### src/core/clock_gate_defs.vh
`ifndef CLOCK_GATE_DEFS_VH
`define CLOCK_GATE_DEFS_VH

// ****************************************************************
// Register map
// ****************************************************************
`define CG_ADDR_W              16
`define CG_DATA_W              8
`define CG_TIMER_GATE_ADDR     16'h0F74
`define CG_SERIAL_GATE_ADDR    16'h0F75
`define CG_RTC_SIO_GATE_ADDR   16'h0F76
`define CG_EXT_IRQ_GATE_ADDR   16'h0F77
`define CG_REG_RESET           8'h00
`define CG_READ_IDLE           8'h00

// ****************************************************************
// Field positions
// ****************************************************************
`define CG_TIMER_PAIR_2_3_BIT  5
`define CG_TIMER_PAIR_0_1_BIT  4
`define CG_TIMER_CHAN_A1_BIT   1
`define CG_TIMER_CHAN_A0_BIT   0
`define CG_I2C_UNIT_BIT        4
`define CG_UART_CH1_BIT        1
`define CG_UART_CH0_BIT        0
`define CG_REALTIME_CLOCK_BIT  5
`define CG_SERIAL_IO_CH0_BIT   0
`define CG_EXT_IRQ5_BIT        5
`define CG_EXT_IRQ4_BIT        4
`define CG_EXT_IRQ3_BIT        3
`define CG_EXT_IRQ2_BIT        2
`define CG_EXT_IRQ1_BIT        1
`define CG_EXT_IRQ0_BIT        0

`endif

### src/core/clock_gate_cell.v
`timescale 1ns/1ps

// ****************************************************************
// Glitch-free clock gate
// ****************************************************************
module clock_gate_cell (
   clk,
   nrst,
   enable,
   gated_clk,
   enabled
);
   input  wire clk;
   input  wire nrst;
   input  wire enable;
   output wire gated_clk;
   output wire enabled;

   reg en_r;

   // Enable is taken on the falling edge of clk, so the AND below never chops a high phase
   always @(negedge clk or negedge nrst) begin
      if (!nrst) begin
         en_r <= 1'b0;
      end else begin
         en_r <= enable;
      end
   end

   assign gated_clk = clk & en_r;
   assign enabled   = en_r;

endmodule

### src/core/peripheral_clock_gating.v
`timescale 1ns/1ps
`include "clock_gate_defs.vh"

module peripheral_clock_gating (
   clk,
   nrst,
   addr,
   wdata,
   wr,
   rd,
   rdata,
   timer_pair_2_3_clk,
   timer_pair_0_1_clk,
   timer_chan_a1_clk,
   timer_chan_a0_clk,
   i2c_unit_clk,
   uart_ch1_clk,
   uart_ch0_clk,
   realtime_clock_clk,
   serial_io_ch0_clk,
   ext_irq5_clk,
   ext_irq4_clk,
   ext_irq3_clk,
   ext_irq2_clk,
   ext_irq1_clk,
   ext_irq0_clk,
   gate_active
);
   input  wire                    clk;
   input  wire                    nrst;
   input  wire [`CG_ADDR_W-1:0]   addr;
   input  wire [`CG_DATA_W-1:0]   wdata;
   input  wire                    wr;
   input  wire                    rd;
   output reg  [`CG_DATA_W-1:0]   rdata;
   output wire                    timer_pair_2_3_clk;
   output wire                    timer_pair_0_1_clk;
   output wire                    timer_chan_a1_clk;
   output wire                    timer_chan_a0_clk;
   output wire                    i2c_unit_clk;
   output wire                    uart_ch1_clk;
   output wire                    uart_ch0_clk;
   output wire                    realtime_clock_clk;
   output wire                    serial_io_ch0_clk;
   output wire                    ext_irq5_clk;
   output wire                    ext_irq4_clk;
   output wire                    ext_irq3_clk;
   output wire                    ext_irq2_clk;
   output wire                    ext_irq1_clk;
   output wire                    ext_irq0_clk;
   output wire [15:0]             gate_active;

   localparam NUM_GATES = 16;

   // ****************************************************************
   // Gate registers
   // ****************************************************************
   reg  [`CG_DATA_W-1:0] timer_clock_gate_r;
   reg  [`CG_DATA_W-1:0] serial_clock_gate_r;
   reg  [`CG_DATA_W-1:0] rtc_sio_clock_gate_r;
   reg  [`CG_DATA_W-1:0] ext_irq_clock_gate_r;
   reg  [`CG_DATA_W-1:0] rdata_nxt;
   wire                  sel_timer;
   wire                  sel_serial;
   wire                  sel_rtc_sio;
   wire                  sel_ext_irq;

   assign sel_timer   = (addr == `CG_TIMER_GATE_ADDR);
   assign sel_serial  = (addr == `CG_SERIAL_GATE_ADDR);
   assign sel_rtc_sio = (addr == `CG_RTC_SIO_GATE_ADDR);
   assign sel_ext_irq = (addr == `CG_EXT_IRQ_GATE_ADDR);

   // Unnamed bits are stored too, so software reads back what it wrote
   always @(posedge clk or negedge nrst) begin
      if (!nrst) begin
         timer_clock_gate_r   <= `CG_REG_RESET;
         serial_clock_gate_r  <= `CG_REG_RESET;
         rtc_sio_clock_gate_r <= `CG_REG_RESET;
         ext_irq_clock_gate_r <= `CG_REG_RESET;
      end else if (wr) begin
         if (sel_timer) begin
            timer_clock_gate_r <= wdata;
         end
         if (sel_serial) begin
            serial_clock_gate_r <= wdata;
         end
         if (sel_rtc_sio) begin
            rtc_sio_clock_gate_r <= wdata;
         end
         if (sel_ext_irq) begin
            ext_irq_clock_gate_r <= wdata;
         end
      end
   end

   // ****************************************************************
   // Read port
   // ****************************************************************
   always @* begin
      rdata_nxt = `CG_READ_IDLE;
      if (rd) begin
         if (sel_timer) begin
            rdata_nxt = timer_clock_gate_r;
         end else if (sel_serial) begin
            rdata_nxt = serial_clock_gate_r;
         end else if (sel_rtc_sio) begin
            rdata_nxt = rtc_sio_clock_gate_r;
         end else if (sel_ext_irq) begin
            rdata_nxt = ext_irq_clock_gate_r;
         end else begin
            rdata_nxt = `CG_READ_IDLE;
         end
      end
   end

   // Data stand only in the cycle after the read strobe, zero otherwise
   always @(posedge clk or negedge nrst) begin
      if (!nrst) begin
         rdata <= `CG_READ_IDLE;
      end else begin
         rdata <= rdata_nxt;
      end
   end

   // ****************************************************************
   // Gate enable map
   // ****************************************************************
   wire [NUM_GATES-1:0] gate_en;
   wire [NUM_GATES-1:0] gated;

   assign gate_en[15] = timer_clock_gate_r[`CG_TIMER_PAIR_2_3_BIT];
   assign gate_en[14] = timer_clock_gate_r[`CG_TIMER_PAIR_0_1_BIT];
   assign gate_en[13] = timer_clock_gate_r[`CG_TIMER_CHAN_A1_BIT];
   assign gate_en[12] = timer_clock_gate_r[`CG_TIMER_CHAN_A0_BIT];
   assign gate_en[11] = serial_clock_gate_r[`CG_I2C_UNIT_BIT];
   assign gate_en[10] = serial_clock_gate_r[`CG_UART_CH1_BIT];
   assign gate_en[9]  = serial_clock_gate_r[`CG_UART_CH0_BIT];
   assign gate_en[8]  = rtc_sio_clock_gate_r[`CG_REALTIME_CLOCK_BIT];
   assign gate_en[7]  = rtc_sio_clock_gate_r[`CG_SERIAL_IO_CH0_BIT];
   assign gate_en[6]  = 1'b0;
   assign gate_en[5]  = ext_irq_clock_gate_r[`CG_EXT_IRQ5_BIT];
   assign gate_en[4]  = ext_irq_clock_gate_r[`CG_EXT_IRQ4_BIT];
   assign gate_en[3]  = ext_irq_clock_gate_r[`CG_EXT_IRQ3_BIT];
   assign gate_en[2]  = ext_irq_clock_gate_r[`CG_EXT_IRQ2_BIT];
   assign gate_en[1]  = ext_irq_clock_gate_r[`CG_EXT_IRQ1_BIT];
   assign gate_en[0]  = ext_irq_clock_gate_r[`CG_EXT_IRQ0_BIT];

   // ****************************************************************
   // Clock gates
   // ****************************************************************
   // Clearing a gate stops the clock from the next rising edge after the write; software must first idle the unit
   genvar g;
   generate
      for (g = 0; g < NUM_GATES; g = g + 1) begin : gate_cells
         clock_gate_cell u_gate (
            .clk       (clk),
            .nrst      (nrst),
            .enable    (gate_en[g]),
            .gated_clk (gated[g]),
            .enabled   (gate_active[g])
         );
      end
   endgenerate

   assign timer_pair_2_3_clk = gated[15];
   assign timer_pair_0_1_clk = gated[14];
   assign timer_chan_a1_clk  = gated[13];
   assign timer_chan_a0_clk  = gated[12];
   assign i2c_unit_clk       = gated[11];
   assign uart_ch1_clk       = gated[10];
   assign uart_ch0_clk       = gated[9];
   assign realtime_clock_clk = gated[8];
   assign serial_io_ch0_clk  = gated[7];
   assign ext_irq5_clk       = gated[5];
   assign ext_irq4_clk       = gated[4];
   assign ext_irq3_clk       = gated[3];
   assign ext_irq2_clk       = gated[2];
   assign ext_irq1_clk       = gated[1];
   assign ext_irq0_clk       = gated[0];

endmodule

### config.mk
export PLATFORM = sky130hd
export DESIGN_NAME = peripheral_clock_gating
export DESIGN_NICKNAME = d
export VERILOG_FILES = /design/src/core/clock_gate_cell.v /design/src/core/peripheral_clock_gating.v
export VERILOG_INCLUDE_DIRS = /design/src /design/src/core
export SDC_FILE = /design/constraint.sdc
export NUM_CORES = 1
export LEC_CHECK = 0
export BUFFER_PORTS_ARGS = -buffer_cell sky130_fd_sc_hd__buf_2
export CAP_MARGIN = 10
export CORE_MARGIN = 2
export CORE_UTILIZATION = 31
export CTS_BUF_LIST = sky130_fd_sc_hd__clkbuf_4
export DETAILED_ROUTE_END_ITERATION = 8
export PLACE_DENSITY_LB_ADDON = 0.05
export SYNTH_ARGS = -nofsm -noshare
export SYNTH_HDL_FRONTEND = slang
export SYNTH_SLANG_ARGS = --single-unit
### constraint.sdc
create_clock -name clk -period 1.07 [get_ports clk]
set_input_delay 0.107 -clock clk [delete_from_list [all_inputs] [get_ports clk]]
set_output_delay 0.107 -clock clk [all_outputs]
set_load 0.005 [all_outputs]
=== Yosys cells after proc, flatten, opt, wreduce, memory -nomap -nowiden ===
Index checks and enable logic that the tools add are counted.

* Reductions and logical operators: 4
* Bitwise logic cells: 15
* Equality and inequality tests: 4
* Multiplexer cells: 5

{| class="wikitable"
|+ Operators with widths
! kind !! count
|-
| 16-bit by 12-bit equality test with 1-bit output (second input constant) || 4
|-
| 8-bit two-way mux || 5
|-
| 1-bit AND || 15
|-
| 2-bit AND reduction || 4
|}

* Input port bits: 28
* Word-level logic and storage cells: 48
* Bits in registers: 55

=== Longest topological paths before layout ===
Gate-level depths: netlist of the first run.

* Depth in word-level cells: 6
* Depth in mapped cells: 5
* Gate-level depth less buffers: 4

=== Modules after synthesis ===
A second synthesis of the first run with hierarchy kept.

* Cell total of the unflattened synthesis: 151
* Area total of the unflattened synthesis: 2292.2 um^2

{| class="wikitable"
|+ By module, submodules not included
! module !! area an instance (um^2) !! instances !! seq. area each (um^2) !! cells each
|-
| peripheral_clock_gating || 1791.7 || 1 || 1001.0 || 119
|-
| clock_gate_cell || 31.3 || 16 || 25.0 || 2
|}

==> results_dict.tcl, run 1 <==
set metrics [dict create \
    outcome "finished with violations" \
    violations "setup timing" \
    arrival_ns 1.64 \
    dr.pass1.iters 4 \
    gp_congestion 0.755 \
    cp_max_fo 2 \
    grt_pass1_wl_um 9140 \
    insertion_delay_ns 0.47 \
    syn_nets 197 \
    hold_path_end "rdata[0]" \
    p_leak_nw 1.94 \
    ant_nets 0 \
    layout-drive-gt1-share 0.582 \
    dp_hpwl_um 3980 \
    synth_area_mm2 0.00233 \
    whs_ns 0.133 \
    cp_data_required_time_ns 0.96 \
    min_from "rd" \
    maxSlewViolCount 0 \
    path_cells "and2_1 -> buf_2" \
    synthDistinctLibCells 21 \
    tns_ns -25.19 \
    core_mm2 0.00725 \
    skew_ns 0.0111 \
    final-seq-area_mm2 0.00138 \
    start_kind "flop" \
    irDropWorstVdd_mv 0.405 \
    n_antenna_cell 0 \
    io_buffers 65 \
    via_count 1658 \
    drv_cap 0 \
    synthCells 169 \
    grt_usage 0.147 \
    fillers 697 \
    syn_to_final_growth_pct 41.2 \
    initial_core_util 0.321 \
    whs_path_depth 4 \
    die_h_um 90.7 \
    ios 67 \
    cts_tree "yes" \
    clk_pin_slew_ns 0.14 \
    synth-seq-cells 55 \
    multi_input_area_um2 858 \
    worstSetupEndpointType "output pin" \
    drcViolationCount 0 \
    grt_start_max_net_pins 25 \
    reg2regPathDepth 0 \
    routedWlPerCell_um 14.6 \
    slowest_delay_ns 0.43 \
    overflow 0 \
    setup_viol 106 \
    wl_um 5520 \
    syn_area_per_cell_um2 13.8 \
    reg2reg_to "gate_cells[12].u_gate.enabled" \
    die-area_mm2 0.00823 \
    worst_slack_ns -0.680 \
    finalNetCount 305 \
    ys_seq_area_frac 0.590 \
    rsz0062_at_grt "true" \
    power_switching_mw 1.02 \
    worstReg2RegStart "timer_clock_gate_r[0]" \
    ys_warn_count 0 \
    die_w_um 90.7 \
    power_frac_seq 0.509 \
    viasPerCell 4.37 \
    p_clk_frac 0.432 \
    final_cell_mix "buf_2 (64), dfrtp_1 (40), mux2_2 (32)" \
    hold_viol_final 0 \
    mostFrequentLayoutCell "buf_2" \
    rows 31 \
    internal_power_mw 3.07 \
    final_util 0.454 \
    reg2reg_slack_ns -0.03 \
    drt_iter0_drc 40 \
    swShare 0.249 \
    power_density_mw_per_mm2 1240 \
    grt_pass1_vias 1929 \
    p_comb_frac 0.059 \
    antenna_found_initial 0 \
    criticalPathCategory "flop to output pin" \
    hold_path_class "input port to flop" \
    cp_slowest_cell "dfrtn_1" \
]
==> critical path: cells and delay by family (launching register included) <==
| kind | cells | cell delay, ns |
|---|---|---|
| AND/OR/NAND/NOR | 1 | 0.12 |
| flip-flops | 1 | 0.43 |
| buffers and inverters | 1 | 0.10 |
==> final cells by class <==
| type | instances | area share |
|---|---|---|
| well taps | 99 | 0.0376 |
| repair buffers | 99 | 0.213 |
| multi-input cells | 93 | 0.261 |
| flip-flops and latches | 55 | 0.418 |
| clock inverters | 1 | 0.00152 |
| clock buffers | 32 | 0.0692 |
==> power by group through the flow <==
stage,sequential [mW],clock (mW),combinational [mW]
detailed placement,2.12,0.00579,0.207
CTS,2.08,1.90,0.244
finish,2.08,1.77,0.240
global route,2.08,2.01,0.268
floorplan,2.12,0.0668,0.0550
global placement,2.12,0.00579,0.200
==> state kept, by name, summed over array words and instances, names as in the netlist <==
signal,flops
rdata,8
ext_irq_clock_gate_r,8
serial_clock_gate_r,8
rtc_sio_clock_gate_r,8
gate_cells.u_gate.enabled,15
timer_clock_gate_r,8
==> cell usage after synthesis <==
library cell | n | area, um^2
a21oi_1 | 8 | 40.0
and2_1 | 16 | 100
buf_1 | 3 | 11.3
buf_2 | 1 | 5.00
buf_4 | 16 | 120
clkbuf_1 | 1 | 3.75
conb_1 | 1 | 3.75
dfrtn_1 | 15 | 375
dfrtp_1 | 40 | 1000
mux2_2 | 32 | 360
mux2i_1 | 8 | 80.1
nand2_1 | 2 | 7.51
nand2b_1 | 1 | 6.26
nand3_2 | 1 | 10.0
nand4_2 | 1 | 12.5
nand4b_1 | 2 | 17.5
nand4b_2 | 2 | 30.0
nor2_1 | 9 | 33.8
nor4_4 | 1 | 21.3
o211a_1 | 8 | 80.1
or4_4 | 1 | 11.3
==> metal layers <==
| layer | vias to the layer above | GRT usage | wire length (um) |
|---|---|---|---|
| met5 | - | 0 | 0 |
| met4 | 0 | 0.101 | 158 |
| met3 | 13 | 0.0601 | 324 |
| met2 | 54 | 0.220 | 2710 |
| met1 | 801 | 0.171 | 2330 |
| li1 | 790 | - | - |
==> logic make-up after synthesis <==
group / after synthesis / synth area share
AOI/OAI and AO/OA: 16 / 0.0515
buffers and inverters: 21 / 0.0601
DFF: 55 / 0.590
and+or+nand+nor: 36 / 0.107
other: 1 / 0.00161
muxes: 40 / 0.189
==> through the flow <==
stage | power, mW | instance area (um^2) | worst slack [ns] | std cells
after floorplan | 2.24 | 2330 | -0.605 | 169
after global placement | 2.33 | 2920 | -0.714 | 347
after detailed placement | 2.33 | 2920 | -0.738 | 347
after CTS | 4.22 | 3280 | -0.712 | 377
after global routing | 4.36 | 3290 | -0.777 | 379
final | 4.09 | 3290 | -0.680 | 379
==> worst max-delay path by stage <==
stage,from,to,slack (ns),cells after the start
2_1_floorplan,addr[13],serial_clock_gate_r[0],-0.60,4
3_3_place_gp,addr[13],rtc_sio_clock_gate_r[2],-0.71,7
3_5_place_dp,addr[13],ext_irq_clock_gate_r[1],-0.74,7
4_1_cts,gate_cells[10].u_gate.enabled,uart_ch1_clk,-0.71,2
5_1_grt,gate_cells[14].u_gate.enabled,timer_pair_0_1_clk,-0.78,2
6_report,gate_cells[10].u_gate.enabled,uart_ch1_clk,-0.68,2
==> what timing repair did <==
action                                  CTS  global route
endpoints found under the hold margin    74             0
cloned                                    0             0
setup buffers                             3             2
resized for setup                        23             0
endpoints found under the setup margin  108           108
hold buffers                              9             0
pin swaps                                12             2
No activity file was read; power rests on OpenSTA's default activity.
==> run 2, diff against run 1 <==
CAP_MARGIN = 20   (was 10)
CORE_UTILIZATION = 53   (was 31)
==> results_dict.tcl, run 2 (synthesis gave the netlist of run 1 again) <==
set metrics [dict create \
    core_mm2 0.00429 \
    hold_path_class "input port to flop" \
    setup_viol 103 \
    die-area_mm2 0.00494 \
    met3WireLength_um 339 \
    wl_met2_um 2380 \
    grt_usage 0.223 \
    instances_no_fill 326 \
    viasPerCell 5.07 \
    hold_viol_final 0 \
    slowest_delay_ns 0.42 \
    cp_data_required_time_ns 0.96 \
    layout-drive-gt1-share 0.566 \
    dp_slack_ns -0.802 \
    dr.pass1.iters 4 \
    tns_ns -23.75 \
    drv_cap 0 \
    outcome "finished with violations" \
    clk_pin_slew_ns 0.14 \
    highest_layer "met4" \
    irDropWorstVdd_mv 0.753 \
    initial_core_util 0.543 \
    finalNetCount 299 \
    rsz0062_at_grt "true" \
    dp_hpwl_um 3380 \
    cts_tree "yes" \
    crit_start "gate_cells[7].u_gate.enabled" \
    cp_max_fo 2 \
    via_count 1653 \
    cp_slowest_cell "dfrtn_1" \
    worst_slack_ns -0.699 \
    skew_ns 0.0115 \
    drt_iter0_drc 60 \
    worstReg2RegStart "serial_clock_gate_r[4]" \
    largest_reg_flops 15 \
    wirelength_met1_um 2020 \
    rows 24 \
    criticalPathCategory "flop to output pin" \
    min_from "rd" \
    cpLargestDelayFamily "flip-flops" \
    n_antenna_cell 0 \
    worstSetupEndpointType "output pin" \
    gp_congestion 0.779 \
    p_leak_nw 1.91 \
    ant_nets 0 \
    wl_um 4900 \
    die_w_um 70.3 \
    antenna_found_initial 0 \
    routedWlPerCell_um 15.0 \
    power_density_mw_per_mm2 1260 \
    io_buffers 65 \
    die_h_um 70.3 \
    arrival_ns 1.66 \
    overflow 0 \
    cp_num_buf_inv 1 \
    path_cells "and2_1 -> buf_2" \
    grt_pass1_wl_um 8200 \
    start_kind "flop" \
    violations "setup timing" \
    final_cell_mix "buf_2 (63), dfrtp_1 (40), mux2_2 (31)" \
    drcViolationCount 0 \
    grt_start_max_net_pins 19 \
    ios 67 \
    insertion_delay_ns 0.47 \
    maxSlewViolCount 0 \
    mostFrequentLayoutCell "buf_2" \
    dp_cells 296 \
    syn_to_final_growth_pct 36.6 \
    grt_pass1_vias 1910 \
]
[run 2: worst paths after layout]
path / slack (ns) / endpoint / cells past startpoint
max: -0.70 / serial_io_ch0_clk / 2
min: 0.11 / rdata[2] / 4
max reg2reg: -0.04 / gate_cells[11].u_gate.enabled / 0
min reg2reg: 0.53 / rtc_sio_clock_gate_r[6] / 1
max in group asynchronous: 0.27 / gate_cells[2].u_gate.enabled / 3
min in group asynchronous: 0.21 / rtc_sio_clock_gate_r[2] / 3
[run 2: what timing repair did]
action / in CTS / in global routing
endpoints found under the setup margin: 108 / 108
hold endpoints to repair: 77 / 0
pin swaps: 11 / 4
gates resized for setup: 18 / 4
setup buffers: 2 / 0
hold buffers: 10 / 0
[run 2: per-layer routing]
layer  GRT usage  vias up
met5           0        -
met4       0.203        0
met3      0.0765       14
met2       0.317       67
met1       0.263      790
li1            -      782
[run 2: cell type report]
type | instances | area (um^2)
flip-flops and latches | 55 | 1380
fillers | 324 | 1110
multi-input cells | 93 | 865
repair buffers | 93 | 643
clock buffers | 31 | 226
well taps | 52 | 65.1
clock inverters | 2 | 7.51
[run 2: tightest hold or removal path, cell delays in order]
cell and delay (ns):
buf_2 0.08, and2_4 0.14, buf_6 0.10, o211a_1 0.13
[run 2: stage by stage]
stage	power [mW]	util	hold WS [ns]	area, um^2
6_report	4.02	0.741	0.108	3180
3_3_place_gp	2.32	0.658	-0.0320	2830
2_1_floorplan	2.24	-	-0.189	2330
3_5_place_dp	2.33	0.658	-0.0266	2830
4_1_cts	4.10	0.737	0.0832	3170
5_1_grt	4.25	0.741	0.0859	3180
[run 2: power breakdown]
part           switching (mW)  internal (mW)
Sequential           0.000298           2.08
Combinational           0.125          0.111
Clock                   0.859          0.845
==> run 3, diff against run 2 <==
TNS_END_PERCENT = 50   (was unset)
==> results_dict.tcl, run 3 (synthesis gave the netlist of run 1 again) <==
set metrics [dict create \
    arrival_ns 1.68 \
    wl_um 5110 \
    finalNetCount 300 \
    rsz0062_at_grt "true" \
    skew_ns 0.0298 \
    n_antenna_cell 0 \
    grt_pass1_vias 1941 \
    drcViolationCount 0 \
    dr.pass1.iters 4 \
    cp_max_fo 2 \
    worstReg2RegStart "timer_clock_gate_r[1]" \
    reg2regPathDepth 0 \
    rows 24 \
    cts_tree "yes" \
    crit_end "realtime_clock_clk" \
    irDropWorstVdd_mv 0.865 \
    die-area_mm2 0.00494 \
    p_clk_frac 0.435 \
    viasPerCell 5.07 \
    worst_slack_ns -0.719 \
    place_area_mm2 0.00285 \
    antenna_found_initial 0 \
    grt_pass1_wl_um 8550 \
    crit_start "gate_cells[8].u_gate.enabled" \
    p_comb_frac 0.058 \
    overflow 0 \
    reg2reg_to "gate_cells[13].u_gate.enabled" \
    hold_path_class "input port to asynchronous set/reset pin" \
    start_kind "flop" \
    violations "setup timing" \
    finalInstanceArea_mm2 0.00319 \
    layout-drive-gt1-share 0.578 \
    mostFrequentLayoutCell "buf_2" \
    cp_data_required_time_ns 0.96 \
    power_density_mw_per_mm2 1290 \
    internal_power_mw 3.03 \
    ios 67 \
    die_h_um 70.3 \
    io_buffers 65 \
    routedWlPerCell_um 15.6 \
    power_switching_mw 1.08 \
    power_frac_seq 0.507 \
    outcome "finished with violations" \
    die_w_um 70.3 \
    insertion_delay_ns 0.50 \
    grt_start_max_net_pins 23 \
    maxSlewViolCount 0 \
    totalPowerFinal_mw 4.11 \
    ant_nets 0 \
    syn_to_final_growth_pct 36.8 \
    swShare 0.262 \
    grt_usage 0.231 \
    reg2reg_slack_ns -0.07 \
    initial_core_util 0.543 \
    final_cell_mix "buf_2 (63), dfrtp_1 (40), mux2_2 (32)" \
    criticalPathCategory "flop to output pin" \
    worstSetupEndpointType "output pin" \
    drt_iter0_drc 79 \
    p_leak_nw 1.90 \
    whs_ns 0.0657 \
    hold_viol_final 0 \
    gp_congestion 0.830 \
    clk_pin_slew_ns 0.18 \
    via_count 1657 \
    fillers 314 \
    dp_slack_ns -0.750 \
    dp_hpwl_um 3650 \
    largest_reg_flops 15 \
    setup_viol 108 \
    drv_cap 0 \
    core_mm2 0.00429 \
]
[run 3: worst min-delay path by stage]
stage | endpoint | cells after the start | startpoint
global route | rtc_sio_clock_gate_r[5] | 2 | nrst
detailed placement | ext_irq_clock_gate_r[5] | 1 | nrst
global placement | ext_irq_clock_gate_r[5] | 1 | nrst
CTS | rtc_sio_clock_gate_r[5] | 2 | nrst
floorplan | ext_irq_clock_gate_r[0] | 0 | nrst
finish | rtc_sio_clock_gate_r[5] | 2 | nrst
[run 3: layout make-up]
class                   count  area [um^2]  area share
well taps                  52         65.1      0.0204
clock buffers              30          225      0.0706
repair buffers             94          642       0.201
multi-input cells          93          856       0.268
flip-flops and latches     55         1380       0.432
clock inverters             3         23.8     0.00746
[run 3: worst max-delay path, stage by stage, from the launching register on]
cell	delay, ns
dfrtn_1	0.44
and2_4	0.14
buf_6	0.08
[run 3: repair_timing]
item	CTS	global route
hold buffers	9	0
hold endpoints to repair	87	0
pin swaps	14	3
setup endpoints to repair	107	108
gates resized for setup	7	13
buffers inserted	0	1
[run 3: layer usage]
layer	global-route usage	part of all wire
met1	0.255	0.40
met5	0	0
met2	0.369	0.52
met4	0.160	0.019
met3	0.0851	0.054
[run 3: metrics by stage]
stage / cells / setup TNS, ns / util
6_report: 327 / -26.01 / 0.742
5_1_grt: 327 / -29.13 / 0.742
4_1_cts: 326 / -24.60 / 0.727
3_5_place_dp: 299 / -30.76 / 0.663
3_3_place_gp: 299 / -29.31 / 0.663
2_1_floorplan: 169 / -24.29 / -
[run 3: power by group through the flow]
stage | registers (mW) | clock network, mW | logic (mW)
2_1_floorplan | 2.12 | 0.0690 | 0.0550
3_3_place_gp | 2.12 | 0.00795 | 0.195
3_5_place_dp | 2.12 | 0.00795 | 0.203
4_1_cts | 2.08 | 1.86 | 0.233
5_1_grt | 2.08 | 2.00 | 0.260
6_report | 2.08 | 1.79 | 0.237
